[src/logic/ucc_consts.svh]
`ifndef UCC_CONSTS_SVH
`define UCC_CONSTS_SVH
// Contract
// - tx A field E/F: pin a3 16X/1X
// - rx B field E/F: pin a6 16X/1X
// - tx B field E/F: pin a5 16X/1X
// - short received characters read zero-padded
// - short transmit characters carry zero upper bits
// - one write acts on both command nibbles
// - enable plus disable together means disable
// - disabled transmitter refuses queue writes
// - code 0 nop, 1/B set pointer 1/0
// - code 2 resets receiver, discards queue
// - code 3 resets transmitter, discards queue
// - code 4 clears break/parity/framing/overrun flags
// - code 5 clears break-change flag
// - code 6 starts break after queued characters
// - code 7 ends break, line marks
// - codes 8/9 drive request-to-send low/high
// - codes A/C timeout mode on/off
// - code D accumulates errors on queue load
// - power down codes only in channel A
// - change flags set on edge, read clears
// - low input-change bits show live pins
// - rx A field D timer, E/F pin a4
// - channel B break-change cleared by its command
// - change interrupt only when enable bit on

// byte offsets on the register bus
`define UCC_OFF_CLKSRC_A 8'h00
`define UCC_OFF_CLKSRC_B 8'h04
`define UCC_OFF_CMD_A    8'h08
`define UCC_OFF_CMD_B    8'h0C
`define UCC_OFF_RXD_A    8'h10
`define UCC_OFF_TXD_A    8'h14
`define UCC_OFF_RXD_B    8'h18
`define UCC_OFF_TXD_B    8'h1C
`define UCC_OFF_INCHG    8'h20
`define UCC_OFF_AUX      8'h24
`define UCC_OFF_STAT     8'h28
`define UCC_OFF_CLEN     8'h2C

// enable nibble bit positions
`define UCC_BIT_RX_EN  0
`define UCC_BIT_RX_DIS 1
`define UCC_BIT_TX_EN  2
`define UCC_BIT_TX_DIS 3

// clock field codes with special meaning
`define UCC_CLK_TIMER 4'hD
`define UCC_CLK_PIN16 4'hE
`define UCC_CLK_PIN1  4'hF

// reset values
`define UCC_CLKSRC_RST 8'h00
`define UCC_AUX_RST    8'h00
`define UCC_CLEN_RST   4'hF
`endif

[src/logic/ucc_pkg.sv]
package ucc_pkg;
  // channel command codes, upper nibble of a command write
  typedef enum logic [3:0] {
    UCC_CMD_NOP = 4'h0, UCC_CMD_PTR1 = 4'h1, UCC_CMD_RX_RESET = 4'h2,
    UCC_CMD_TX_RESET = 4'h3, UCC_CMD_ERR_RESET = 4'h4, UCC_CMD_BRKCHG_RESET = 4'h5,
    UCC_CMD_BRK_START = 4'h6, UCC_CMD_BRK_STOP = 4'h7, UCC_CMD_RTS_ON = 4'h8,
    UCC_CMD_RTS_OFF = 4'h9, UCC_CMD_TMO_ON = 4'hA, UCC_CMD_PTR0 = 4'hB,
    UCC_CMD_TMO_OFF = 4'hC, UCC_CMD_BLK_ACC = 4'hD, UCC_CMD_PD_ON = 4'hE,
    UCC_CMD_PD_OFF = 4'hF
  } ucc_cmd_t;
  // bus slave states, one-hot
  typedef enum logic [1:0] {UCC_ST_IDLE = 2'b01, UCC_ST_ACC = 2'b10} ucc_st_t;
  // clock source kinds
  typedef enum logic [1:0] {UCC_SRC_BRG = 2'h0, UCC_SRC_TMR = 2'h1,
                            UCC_SRC_PIN16 = 2'h2, UCC_SRC_PIN1 = 2'h3} ucc_src_t;
  typedef struct packed {ucc_src_t src; logic x1;} ucc_clksel_t;
  // character handed over by the receiver; err = break, framing, parity, overrun
  typedef struct packed {logic valid; logic [7:0] data; logic [3:0] err;} ucc_rxchar_t;
  // per-channel state
  typedef struct packed {
    logic rx_en; logic tx_en; logic mr_ptr; logic request_to_send_n;
    logic brk; logic tmo; logic blk; logic pdown; logic brk_chg;
    logic [3:0] err; logic rx_full; logic [3:0] rx_err; logic [7:0] rx_data;
    logic tx_full; logic [7:0] tx_data;
    logic rx_rst; logic tx_rst; logic ct_restart; logic ct_stop;
  } ucc_chan_t;
  // keep only the bits of a 5..8 bit character
  function automatic logic [7:0] ucc_mask(logic [7:0] d, logic [1:0] clen);
    return d & (8'hFF >> (2'h3 - clen));
  endfunction
endpackage

[src/logic/ucc_clk_sel.sv]
`timescale 1ns/1ps
`include "ucc_consts.svh"
module ucc_clk_sel (
  input  wire logic [3:0]          code,
  output ucc_pkg::ucc_clksel_t     sel
);
  import ucc_pkg::*;
  // decode one four-bit clock field; the rate-set bit never matters here
  always_comb begin
    sel = '{src: UCC_SRC_BRG, x1: 1'b0};        // table rates, always 16X
    if (code == `UCC_CLK_TIMER) begin
      sel.src = UCC_SRC_TMR;
    end else if (code == `UCC_CLK_PIN16) begin
      sel.src = UCC_SRC_PIN16;
    end else if (code == `UCC_CLK_PIN1) begin
      sel.src = UCC_SRC_PIN1;
      sel.x1  = 1'b1;                            // only this code gives 1X
    end
  end
endmodule // ucc_clk_sel

[src/logic/ucc_chan.sv]
`timescale 1ns/1ps
`include "ucc_consts.svh"
module ucc_chan #(
  parameter bit IS_A = 1'b1                      // channel A also owns the global codes
) (
  input  wire logic               pclk,
  input  wire logic               presetn,
  input  wire logic               cmd_we,        // command write, own address only
  input  wire logic [7:0]         cmd,
  input  wire logic               rx_rd,         // host read of the receive port
  input  wire logic               tx_wr,         // host write of the transmit port
  input  wire logic [7:0]         tx_din,
  input  wire logic               tx_take,       // transmitter took the held character
  input  wire logic [1:0]         clen,          // 0..3 = 5..8 bits
  input  ucc_pkg::ucc_rxchar_t    rx_in,
  input  wire logic               brk_evt,       // break began or ended
  output ucc_pkg::ucc_chan_t      st
);
  import ucc_pkg::*;
  ucc_chan_t st_ff;                              // all channel state
  ucc_chan_t nxt_st;                             // its next value

  // commands first, then data events, so an event in the clear cycle wins
  always_comb begin
    nxt_st = st_ff;
    nxt_st.rx_rst = 1'b0;
    nxt_st.tx_rst = 1'b0;
    nxt_st.ct_restart = 1'b0;
    nxt_st.ct_stop = 1'b0;
    if (cmd_we) begin
      if (cmd[`UCC_BIT_RX_EN]) nxt_st.rx_en = 1'b1;
      if (cmd[`UCC_BIT_RX_DIS]) nxt_st.rx_en = 1'b0;
      if (cmd[`UCC_BIT_TX_EN]) nxt_st.tx_en = 1'b1;
      if (cmd[`UCC_BIT_TX_DIS]) nxt_st.tx_en = 1'b0;
      case (ucc_cmd_t'(cmd[7:4]))
        UCC_CMD_PTR1: nxt_st.mr_ptr = 1'b1;
        UCC_CMD_PTR0: nxt_st.mr_ptr = 1'b0;
        UCC_CMD_RX_RESET: begin
          nxt_st.rx_en = 1'b0;
          nxt_st.rx_full = 1'b0;
          nxt_st.err = 4'h0;
          nxt_st.rx_rst = 1'b1;
        end
        UCC_CMD_TX_RESET: begin
          nxt_st.tx_en = 1'b0;
          nxt_st.tx_full = 1'b0;
          nxt_st.brk = 1'b0;
          nxt_st.tx_rst = 1'b1;
        end
        UCC_CMD_ERR_RESET: nxt_st.err = 4'h0;
        UCC_CMD_BRKCHG_RESET: nxt_st.brk_chg = 1'b0;
        // break waits in the transmitter until it is idle
        UCC_CMD_BRK_START: nxt_st.brk = nxt_st.tx_en;
        UCC_CMD_BRK_STOP: nxt_st.brk = 1'b0;
        UCC_CMD_RTS_ON: nxt_st.request_to_send_n = 1'b0;
        UCC_CMD_RTS_OFF: nxt_st.request_to_send_n = 1'b1;
        UCC_CMD_TMO_ON: begin
          nxt_st.tmo = 1'b1;
          nxt_st.ct_stop = 1'b1;
        end
        UCC_CMD_TMO_OFF: nxt_st.tmo = 1'b0;
        UCC_CMD_BLK_ACC: nxt_st.blk = 1'b1;
        UCC_CMD_PD_ON: if (IS_A) nxt_st.pdown = 1'b1;
        UCC_CMD_PD_OFF: if (IS_A) nxt_st.pdown = 1'b0;
        default: ;                               // no command
      endcase
    end
    // transmit holding byte
    if (tx_take) nxt_st.tx_full = 1'b0;
    if (tx_wr && nxt_st.tx_en && !st_ff.tx_full) begin
      nxt_st.tx_full = 1'b1;
      nxt_st.tx_data = ucc_mask(tx_din, clen);
    end
    // host read: in character mode the flags follow the character read
    if (rx_rd && st_ff.rx_full) begin
      nxt_st.rx_full = 1'b0;
      if (!st_ff.blk) nxt_st.err[3:1] = nxt_st.err[3:1] | st_ff.rx_err[3:1];
    end
    // receiver load; a full holding byte that is not read now overruns
    if (rx_in.valid && nxt_st.rx_en) begin
      if (st_ff.rx_full && !rx_rd) begin
        nxt_st.err[0] = 1'b1;
      end else begin
        nxt_st.rx_full = 1'b1;
        nxt_st.rx_data = ucc_mask(rx_in.data, clen);
        nxt_st.rx_err = rx_in.err;
        nxt_st.ct_restart = st_ff.tmo;
        if (st_ff.blk) nxt_st.err[3:1] = nxt_st.err[3:1] | rx_in.err[3:1];
      end
    end
    if (brk_evt) nxt_st.brk_chg = 1'b1;          // set wins over clear
  end

  // state register
  always_ff @(posedge pclk or negedge presetn) begin
    if (!presetn) begin
      st_ff <= '0;
      st_ff.request_to_send_n <= 1'b1;
    end else begin
      st_ff <= nxt_st;
    end
  end
  assign st = st_ff;

  property p_rxrst;
    @(posedge pclk) disable iff (!presetn)
      cmd_we && cmd[7:4] == 4'h2 |=> !st_ff.rx_full && !st_ff.rx_en && st_ff.rx_rst;
  endproperty
  a_rxrst: assert property (p_rxrst) else $error("receiver reset missed");
  property p_txrst;
    @(posedge pclk) disable iff (!presetn)
      cmd_we && cmd[7:4] == 4'h3 |=> !st_ff.tx_full && !st_ff.tx_en && st_ff.tx_rst;
  endproperty
  a_txrst: assert property (p_txrst) else $error("transmitter reset missed");
  property p_tmo;
    @(posedge pclk) disable iff (!presetn)
      cmd_we && cmd[7:4] == 4'hA |=> st_ff.tmo && st_ff.ct_stop;
  endproperty
  a_tmo: assert property (p_tmo) else $error("timeout mode not started");
  property p_errclr;
    @(posedge pclk) disable iff (!presetn)
      cmd_we && cmd[7:4] == 4'h4 && !rx_in.valid && !rx_rd |=> st_ff.err == 4'h0;
  endproperty
  a_errclr: assert property (p_errclr) else $error("error flags not cleared");
  property p_pdown;
    @(posedge pclk) disable iff (!presetn)
      cmd_we && cmd[7:4] == 4'hE |=> st_ff.pdown == IS_A;
  endproperty
  a_pdown: assert property (p_pdown) else $error("power down decode wrong");
endmodule // ucc_chan

[src/logic/ucc_channel_ctrl.sv]
`timescale 1ns/1ps
`include "ucc_consts.svh"
module ucc_channel_ctrl (
  input  wire logic                  pclk,
  input  wire logic                  presetn,
  input  wire logic [7:0]            paddr,
  input  wire logic                  psel,
  input  wire logic                  penable,
  input  wire logic                  pwrite,
  input  wire logic [31:0]           pwdata,
  output logic [31:0]                prdata,
  output logic                       pready,
  output logic                       pslverr,
  input  ucc_pkg::ucc_rxchar_t       rx_in_a,
  input  ucc_pkg::ucc_rxchar_t       rx_in_b,
  input  wire logic                  brk_evt_a,
  input  wire logic                  brk_evt_b,
  input  wire logic                  tx_take_a,
  input  wire logic                  tx_take_b,
  input  wire logic [3:0]            aux_in,
  output ucc_pkg::ucc_chan_t         chan_a,
  output ucc_pkg::ucc_chan_t         chan_b,
  output ucc_pkg::ucc_clksel_t [3:0] clk_sel,
  output logic                       rate_set,
  output logic                       in_chg_int
);
  import ucc_pkg::*;

  // whole top-level state in one record
  typedef struct packed {
    ucc_st_t fsm;                                // bus slave phase
    logic pready;
    logic pslverr;
    logic [31:0] rdata;                          // read data captured at setup
    logic [7:0] clksrc_a;
    logic [7:0] clksrc_b;
    logic [7:0] aux;                             // rate set and change enables
    logic [3:0] clen;                            // [1:0] channel A, [3:2] channel B
    logic [3:0] pins;                            // last sampled input levels
    logic [3:0] chg;                             // sticky change flags
    logic [3:0] cap;                             // flags shown by the pending read
    logic in_chg;                                // input change interrupt status
    ucc_clksel_t [3:0] ck;                       // decoded clock sources
  } ucc_top_t;

  ucc_top_t s_ff;                                // registered state
  ucc_top_t nxt_s;                               // next state
  ucc_clksel_t [3:0] ck_w;                       // decoder outputs
  logic [15:0] fields;                           // four clock fields side by side
  logic [3:0] edges;                             // pins that moved this cycle
  logic done;                                    // access completes at this edge
  logic wr;                                      // completing write
  logic rd;                                      // completing read
  logic [31:0] rd_val;                           // read mux
  logic hit;                                     // address is mapped
  logic cmd_we_a;                                // command strobes per channel
  logic cmd_we_b;
  logic rx_rd_a;                                 // receive port read strobes
  logic rx_rd_b;
  logic tx_wr_a;                                 // transmit port write strobes
  logic tx_wr_b;

  // pack a channel's state for the status word
  function automatic logic [15:0] stat16(ucc_chan_t c);
    return {1'b0, c.request_to_send_n, c.tx_full, c.rx_full, c.err,
            c.pdown, c.brk_chg, c.tmo, c.blk, c.brk, c.mr_ptr, c.tx_en, c.rx_en};
  endfunction

  // field order: tx A, rx A, tx B, rx B
  assign fields = {s_ff.clksrc_b, s_ff.clksrc_a};

  // one decoder per clock field
  for (genvar i = 0; i < 4; i++) begin : g_ck
    ucc_clk_sel u_sel (
      .code (fields[4*i +: 4]),
      .sel  (ck_w[i])
    );
  end

  // bus strobes; the command and port strobes are each tied to their own register address
  assign done     = psel && penable && s_ff.pready;
  assign wr       = done && pwrite;
  assign rd       = done && !pwrite;
  assign cmd_we_a = wr && paddr == `UCC_OFF_CMD_A;
  assign cmd_we_b = wr && paddr == `UCC_OFF_CMD_B;
  assign tx_wr_a  = wr && paddr == `UCC_OFF_TXD_A;
  assign tx_wr_b  = wr && paddr == `UCC_OFF_TXD_B;
  assign rx_rd_a  = rd && paddr == `UCC_OFF_RXD_A;
  assign rx_rd_b  = rd && paddr == `UCC_OFF_RXD_B;
  assign edges    = aux_in ^ s_ff.pins;

  // address decode and read mux; write-only ports read as zero
  always_comb begin
    rd_val = 32'h0000_0000;
    hit = 1'b1;
    if (paddr == `UCC_OFF_CLKSRC_A) begin
      rd_val[7:0] = s_ff.clksrc_a;
    end else if (paddr == `UCC_OFF_CLKSRC_B) begin
      rd_val[7:0] = s_ff.clksrc_b;
    end else if (paddr == `UCC_OFF_CMD_A || paddr == `UCC_OFF_CMD_B) begin
      rd_val = 32'h0000_0000;
    end else if (paddr == `UCC_OFF_TXD_A || paddr == `UCC_OFF_TXD_B) begin
      rd_val = 32'h0000_0000;
    end else if (paddr == `UCC_OFF_RXD_A) begin
      rd_val[7:0] = ucc_mask(chan_a.rx_data, s_ff.clen[1:0]);
    end else if (paddr == `UCC_OFF_RXD_B) begin
      rd_val[7:0] = ucc_mask(chan_b.rx_data, s_ff.clen[3:2]);
    end else if (paddr == `UCC_OFF_INCHG) begin
      rd_val[7:0] = {s_ff.chg, aux_in};
    end else if (paddr == `UCC_OFF_AUX) begin
      rd_val[7:0] = s_ff.aux;
    end else if (paddr == `UCC_OFF_STAT) begin
      rd_val = {stat16(chan_b), stat16(chan_a)};
      rd_val[15] = s_ff.in_chg;
    end else if (paddr == `UCC_OFF_CLEN) begin
      rd_val[3:0] = s_ff.clen;
    end else begin
      hit = 1'b0;                                // unmapped: zero data, error
    end
  end

  // next state: bus phases, register writes, change flags
  always_comb begin
    nxt_s = s_ff;
    nxt_s.ck = ck_w;
    nxt_s.pins = aux_in;
    case (s_ff.fsm)
      UCC_ST_IDLE: begin
        nxt_s.pready = 1'b0;
        if (psel && !penable) begin              // setup cycle seen
          nxt_s.fsm = UCC_ST_ACC;
          nxt_s.pready = 1'b1;
          nxt_s.rdata = pwrite ? 32'h0000_0000 : rd_val;
          nxt_s.pslverr = !hit;
          nxt_s.cap = (!pwrite && paddr == `UCC_OFF_INCHG) ? s_ff.chg : 4'h0;
        end
      end
      UCC_ST_ACC: begin
        if (done || !psel) begin                 // finished or abandoned
          nxt_s.fsm = UCC_ST_IDLE;
          nxt_s.pready = 1'b0;
          nxt_s.pslverr = 1'b0;
        end
      end
      default: begin
        nxt_s.fsm = UCC_ST_IDLE;
        nxt_s.pready = 1'b0;
      end
    endcase
    if (wr) begin
      if (paddr == `UCC_OFF_CLKSRC_A) begin
        nxt_s.clksrc_a = pwdata[7:0];
      end else if (paddr == `UCC_OFF_CLKSRC_B) begin
        nxt_s.clksrc_b = pwdata[7:0];
      end else if (paddr == `UCC_OFF_AUX) begin
        nxt_s.aux = pwdata[7:0];
      end else if (paddr == `UCC_OFF_CLEN) begin
        nxt_s.clen = pwdata[3:0];
      end
    end
    // a read clears only the flags it showed, so a change during it survives
    if (rd && paddr == `UCC_OFF_INCHG) begin
      nxt_s.chg = s_ff.chg & ~s_ff.cap;
      nxt_s.in_chg = 1'b0;
    end
    nxt_s.chg = nxt_s.chg | edges;
    if (|(edges & s_ff.aux[3:0])) nxt_s.in_chg = 1'b1;
  end

  // state register
  always_ff @(posedge pclk or negedge presetn) begin
    if (!presetn) begin
      s_ff <= '0;
      s_ff.fsm <= UCC_ST_IDLE;
      s_ff.clksrc_a <= `UCC_CLKSRC_RST;
      s_ff.clksrc_b <= `UCC_CLKSRC_RST;
      s_ff.aux <= `UCC_AUX_RST;
      s_ff.clen <= `UCC_CLEN_RST;
    end else begin
      s_ff <= nxt_s;
    end
  end

  // channel A also decodes the global power codes
  ucc_chan #(.IS_A(1'b1)) u_chan_a (
    .pclk    (pclk),
    .presetn (presetn),
    .cmd_we  (cmd_we_a),
    .cmd     (pwdata[7:0]),
    .rx_rd   (rx_rd_a),
    .tx_wr   (tx_wr_a),
    .tx_din  (pwdata[7:0]),
    .tx_take (tx_take_a),
    .clen    (s_ff.clen[1:0]),
    .rx_in   (rx_in_a),
    .brk_evt (brk_evt_a),
    .st      (chan_a)
  );

  // channel B ignores them
  ucc_chan #(.IS_A(1'b0)) u_chan_b (
    .pclk    (pclk),
    .presetn (presetn),
    .cmd_we  (cmd_we_b),
    .cmd     (pwdata[7:0]),
    .rx_rd   (rx_rd_b),
    .tx_wr   (tx_wr_b),
    .tx_din  (pwdata[7:0]),
    .tx_take (tx_take_b),
    .clen    (s_ff.clen[3:2]),
    .rx_in   (rx_in_b),
    .brk_evt (brk_evt_b),
    .st      (chan_b)
  );

  // outputs straight from flops
  assign prdata     = s_ff.rdata;
  assign pready     = s_ff.pready;
  assign pslverr    = s_ff.pslverr;
  assign clk_sel    = s_ff.ck;
  assign rate_set   = s_ff.aux[7];
  assign in_chg_int = s_ff.in_chg;

  property p_both_dis;
    @(posedge pclk) disable iff (!presetn)
      cmd_we_a && pwdata[1:0] == 2'b11 && pwdata[7:4] != 4'h2 |=> !chan_a.rx_en;
  endproperty
  a_both_dis: assert property (p_both_dis) else $error("enable beat disable");
  property p_en_nib;
    @(posedge pclk) disable iff (!presetn)
      cmd_we_b && pwdata[3:2] == 2'b01 && pwdata[7:4] != 4'h3 |=> chan_b.tx_en;
  endproperty
  a_en_nib: assert property (p_en_nib) else $error("tx enable ignored");
  property p_tx_refuse;
    @(posedge pclk) disable iff (!presetn)
      tx_wr_a && !chan_a.tx_en && !cmd_we_a && !tx_take_a |=> chan_a.tx_full == $past(chan_a.tx_full);
  endproperty
  a_tx_refuse: assert property (p_tx_refuse) else $error("disabled tx accepted");
  property p_rts;
    @(posedge pclk) disable iff (!presetn)
      cmd_we_a && pwdata[7:4] == 4'h8 |=> !chan_a.request_to_send_n ##1 chan_a.request_to_send_n == $past(chan_a.request_to_send_n) || $past(cmd_we_a);
  endproperty
  a_rts: assert property (p_rts) else $error("request to send not low");
  property p_chg_clr;
    @(posedge pclk) disable iff (!presetn)
      rd && paddr == `UCC_OFF_INCHG && (edges & s_ff.aux[3:0]) == 4'h0 |=> !in_chg_int;
  endproperty
  a_chg_clr: assert property (p_chg_clr) else $error("change status not cleared");
  property p_live;
    @(posedge pclk) disable iff (!presetn)
      s_ff.fsm == UCC_ST_IDLE && psel && !penable && !pwrite && paddr == `UCC_OFF_INCHG
        |=> prdata[3:0] == $past(aux_in);
  endproperty
  a_live: assert property (p_live) else $error("live levels wrong");
  property p_masked;
    @(posedge pclk) disable iff (!presetn)
      s_ff.aux[3:0] == 4'h0 && !in_chg_int && !(rd && paddr == `UCC_OFF_INCHG) |=> !in_chg_int;
  endproperty
  a_masked: assert property (p_masked) else $error("masked change raised status");
  property p_timer;
    @(posedge pclk) disable iff (!presetn)
      wr && paddr == `UCC_OFF_CLKSRC_A && pwdata[7:4] == 4'hD |=> ##1 clk_sel[1].src == UCC_SRC_TMR;
  endproperty
  a_timer: assert property (p_timer) else $error("timer source not chosen");
  property p_pin1x;
    @(posedge pclk) disable iff (!presetn)
      wr && paddr == `UCC_OFF_CLKSRC_B && pwdata[7:4] == 4'hF |=> ##1 clk_sel[3].x1 && clk_sel[3].src == UCC_SRC_PIN1;
  endproperty
  a_pin1x: assert property (p_pin1x) else $error("1X pin clock not chosen");
endmodule // ucc_channel_ctrl

[config.mk]
export PLATFORM = sky130hd
export DESIGN_NAME = ucc_channel_ctrl
export DESIGN_NICKNAME = d
export VERILOG_FILES = /design/src/logic/ucc_pkg.sv /design/src/logic/ucc_clk_sel.sv /design/src/logic/ucc_chan.sv /design/src/logic/ucc_channel_ctrl.sv
export VERILOG_INCLUDE_DIRS = /design/src /design/src/logic
export SDC_FILE = /design/constraint.sdc
export NUM_CORES = 1
export LEC_CHECK = 0
export BUFFER_PORTS_ARGS = -buffer_cell sky130_fd_sc_hd__buf_2
export CORE_MARGIN = 2
export CORE_UTILIZATION = 40
export DETAILED_ROUTE_END_ITERATION = 7
export MAX_ROUTING_LAYER = met4
export PLACE_DENSITY = 0.66
export SLEW_MARGIN = 25
export SYNTH_ARGS = -nofsm -noshare
export SYNTH_HDL_FRONTEND = slang
export SYNTH_HIERARCHICAL = 1
export SYNTH_SLANG_ARGS = --single-unit
[constraint.sdc]
create_clock -name pclk -period 2.25 [get_ports pclk]
set_clock_uncertainty 0.15 [all_clocks]
set_input_delay 0.225 -clock pclk [delete_from_list [all_inputs] [get_ports pclk]]
set_output_delay 0.225 -clock pclk [all_outputs]
set_load 0.03 [all_outputs]
==> results.cfg <==
[logic_synthesis]
mappedNetlistArea_um2 = 7980
yosys.cell_types.count = 74
synth.net_count = 747
yosys.area.top_type_share = 0.495
synth_top_cells_by_area = sky130_fd_sc_hd__dfrtp_1 (50%), sky130_fd_sc_hd__mux2_2 (5.6%), sky130_fd_sc_hd__buf_4 (4.2%)
synth_largest_area_cell = sky130_fd_sc_hd__dfrtp_1
synthesis.instances = 668
yosys_most_used_dff = sky130_fd_sc_hd__dfrtp_1
count_of_warnings_emitted_by_yosys = 6
synth.ff_latch_count = 165
yosysSeqAreaShare = 0.518
synth_enable_flop_cells = 0
avg_cell_area_syn_um2 = 12.0
synth_async_sr_flop_share = 1.00

[worst_setup_path]
critPathLaunchType = register
critical_path_class = reg -> reg
crit_path_start = pready
arrival_time_worst_endpoint_ns = 2.57
r2r_setup_slack_ns = -0.15
worstReg2RegEnd = u_chan_a/st[17]
crit_required_ns = 2.41
rr_startpoint = pready
cp-end-kind = register
cell_depth_of_the_worst_flop_to_flop_path = 10
worstPathMaxFanout = 7

[clock_network]
insertion_delay_ns = 0.43
clkTransAtPathRegs_ns = 0.06
clk_root_buffer_cell = sky130_fd_sc_hd__clkbuf_16
cts-buffers-inserted = 17
clockBufferDepth = 2
cts.sinks = 165
tritoncts_clock_tree = built
htree_levels = 4

[drt]
drcViolationCount = 0
routed_via_density = 5.24
dr_pass1_iterations = 5
num_vias = 6316
routed_wirelength_mm = 23.3
antenna_left = 0
routedWlPerCell_um = 19.3
drt-initial-drc-count = 427

[hold_path]
min_path_type = in -> reg
min_delay_worst_endpoint = u_chan_b/st[20]
hold_path.startpoint = rx_in_b[11]
min_delay_path_depth = 3

[cells_and_area]
finalNetCount = 1007
finalInstanceArea_um2 = 10700
syn_to_final_growth_pct = 34.1
drive_gt1_frac = 0.453
n_fill_cell = 1693
final-instance-count-excl-fill = 1206

[floorplan]
coreArea_um2 = 19500
num_rows = 51
io-pin-count = 205
fp.dieW_um = 145
starting_density_of_the_core = 0.409
floorplan.die.height_um = 145
overall_die_area_um2 = 21100

[run_status]
run_status = finished, violations left
violations = setup timing

[timing]
timing.final.crit_period_ns = 2.40
report.final.hold_viol_count = 0
maximum_clock_frequency_mhz = 416
finalWorstSetupSlack_ns = -0.154
worst_slew_pin_slew_ns = 0.595
min_period_over_period = 1.07
maxSlewHeadroom = 0.603
rsz0062_at_grt = true
finalSetupViolCount = 47
maxSlewViolCount = 0
worst_hold_slack_ns = 0.0387

[place]
detailed_placement_wirelength_estimate_mm = 16.7
placed_area_um2 = 9530
pre_cts_slack_ns = -0.407
numPlacedInstances = 1125
place.port_buffers = 178
routabilityCongestion = 0.867

[global_routing]
grt_pass1_wl_mm = 36.3
grt_start_max_net_pins = 60
global_route.usage.total = 0.227
antenna_found_initial = 1
grt-ovfl-total = 0
number_of_global_route_vias_before_repair = 6417

[run]
cap_viol_max_count = 0

[pwr]
p_per_area_nw_per_um2 = 590
static_leakage_nw = 5.48
vdd_ir_max_v = 0.000548
finalPower_w = 0.00632
==> logic make-up (layout without fill, tap and decap cells) <==
| group | after synthesis | in the layout | share of synthesized area |
|---|---|---|---|
| other | 2 | 3 | 0.000941 |
| AOI/OAI and AO/OA | 143 | 143 | 0.141 |
| DFF | 165 | 165 | 0.518 |
| buffers and inverters | 101 | 373 | 0.0796 |
| xor gates and xnor gates | 6 | 6 | 0.00658 |
| and+or+nand+nor | 173 | 173 | 0.135 |
| muxes | 78 | 78 | 0.118 |
==> cells in the final DEF, fill, tap and decap left out, drive strengths merged, types with 10 or more instances in the layout <==
cell / Yosys / layout
a22o: 35 / 35
clkbuf: 12 / 23
mux2i: 10 / 10
dfrtp: 158 / 158
o21ai: 28 / 28
nand2: 42 / 42
mux2: 68 / 68
buf: 65 / 283
inv: 23 / 25
and3: 16 / 16
a21o: 12 / 12
nor2: 21 / 21
nor2b: 12 / 12
dlygate4sd3: 0 / 34
==> where the power goes <==
| part | internal, W | switching [W] |
|---|---|---|
| clock network | 0.00159 | 0.00121 |
| logic | 0.000203 | 0.000309 |
| registers | 0.00299 | 0.0000198 |
| total | 0.00478 | 0.00154 |
==> layout make-up <==
cell class                 instances  area (um2)  share of cell area
inverter                          24        90.1             0.00841
sequential                       165        4140               0.387
timing repair buffer             318        2200               0.206
tap                              265         332              0.0310
clock buffer                      22         464              0.0434
antenna                            1        2.50            0.000234
clock inverter                     9        96.3             0.00900
multi-input combinational        402        3380               0.316
==> metal layers <==
metal	GRT usage	routed length [um]	up-vias	share of wire
li1	-	-	2916	-
met1	0.307	10700	3176	0.46
met2	0.344	10900	191	0.47
met3	0.0484	1190	33	0.051
met4	0.0686	416	0	0.018
met5	-	0	-	0
==> cells in the mapped netlist, types with 4 or more instances <==
library cell                 n
sky130_fd_sc_hd__a211oi_1    4
sky130_fd_sc_hd__a21boi_0    5
sky130_fd_sc_hd__a21o_1     11
sky130_fd_sc_hd__a21oi_1     4
sky130_fd_sc_hd__a22o_1     35
sky130_fd_sc_hd__a22oi_1     4
sky130_fd_sc_hd__a32oi_1     6
sky130_fd_sc_hd__and3_1      8
sky130_fd_sc_hd__and3_2      8
sky130_fd_sc_hd__and3b_1     4
sky130_fd_sc_hd__and4_1      4
sky130_fd_sc_hd__buf_2       7
sky130_fd_sc_hd__buf_4      45
sky130_fd_sc_hd__buf_6       9
sky130_fd_sc_hd__clkbuf_1   12
sky130_fd_sc_hd__dfrtp_1   158
sky130_fd_sc_hd__dfstp_2     7
sky130_fd_sc_hd__inv_1      23
sky130_fd_sc_hd__mux2_1      8
sky130_fd_sc_hd__mux2_2     40
sky130_fd_sc_hd__mux2_4     20
sky130_fd_sc_hd__mux2i_1    10
sky130_fd_sc_hd__nand2_1    42
sky130_fd_sc_hd__nand2b_1    8
sky130_fd_sc_hd__nand3_1     6
sky130_fd_sc_hd__nand3b_1    5
sky130_fd_sc_hd__nand4_1     5
sky130_fd_sc_hd__nor2_1     19
sky130_fd_sc_hd__nor2b_1    12
sky130_fd_sc_hd__nor3_1      6
sky130_fd_sc_hd__nor3b_1     8
sky130_fd_sc_hd__nor4_1      6
sky130_fd_sc_hd__nor4b_1     4
sky130_fd_sc_hd__o211ai_1    7
sky130_fd_sc_hd__o21ai_0    28
sky130_fd_sc_hd__o221ai_1    7
sky130_fd_sc_hd__o31ai_1     6
sky130_fd_sc_hd__or3_1       4
sky130_fd_sc_hd__xor2_1      6
==> flip-flops by register name (all words and copies together) (netlist names) <==
signal       flops
u_chan_a/st     39
u_chan_b/st     38
prdata          31
s_ff            25
fields          16
clk_sel         12
in_chg_int       1
pready           1
pslverr          1
rate_set         1
==> worst max-delay path: stages, from the launching register on <==
cell	delay, ns
sky130_fd_sc_hd__dfrtp_2	0.35
sky130_fd_sc_hd__nand4_1	0.20
sky130_fd_sc_hd__buf_4	0.23
sky130_fd_sc_hd__nor3_4	0.12
sky130_fd_sc_hd__buf_6	0.15
sky130_fd_sc_hd__buf_6	0.11
sky130_fd_sc_hd__a21o_1	0.15
sky130_fd_sc_hd__o2111ai_2	0.15
sky130_fd_sc_hd__nor2b_4	0.19
sky130_fd_sc_hd__buf_8	0.16
sky130_fd_sc_hd__mux2_4	0.31
==> repair_timing <==
action / 4_1_cts / 5_1_grt
setup endpoints to repair: 42 / 55
setup buffers: 7 / 6
gates cloned: 1 / 1
hold buffers: 34 / 0
gates resized for setup: 16 / 24
endpoints found under the hold margin: 90 / 0
pin swaps: 4 / 12
==> stage by stage <==
step | utilization | setup TNS (ns)
global route | 0.548 | -9.93
detailed placement | 0.488 | -15.49
global placement | 0.488 | -15.08
floorplan | - | -9.73
finish | 0.548 | -4.76
CTS | 0.540 | -1.45
==> how the worst max path moves through the flow <==
stage                            endpoint  slack (ns)  cells after the start
final                     u_chan_a/st[17]       -0.15                     10
after global routing      u_chan_a/st[17]       -0.26                     10
after CTS                 u_chan_b/st[22]       -0.09                      9
after detailed placement   u_chan_a/st[9]       -0.41                      9
after global placement    u_chan_a/st[16]       -0.39                     10
after floorplan           u_chan_a/st[13]       -0.31                     10
Power figures use the tool's default switching activity.
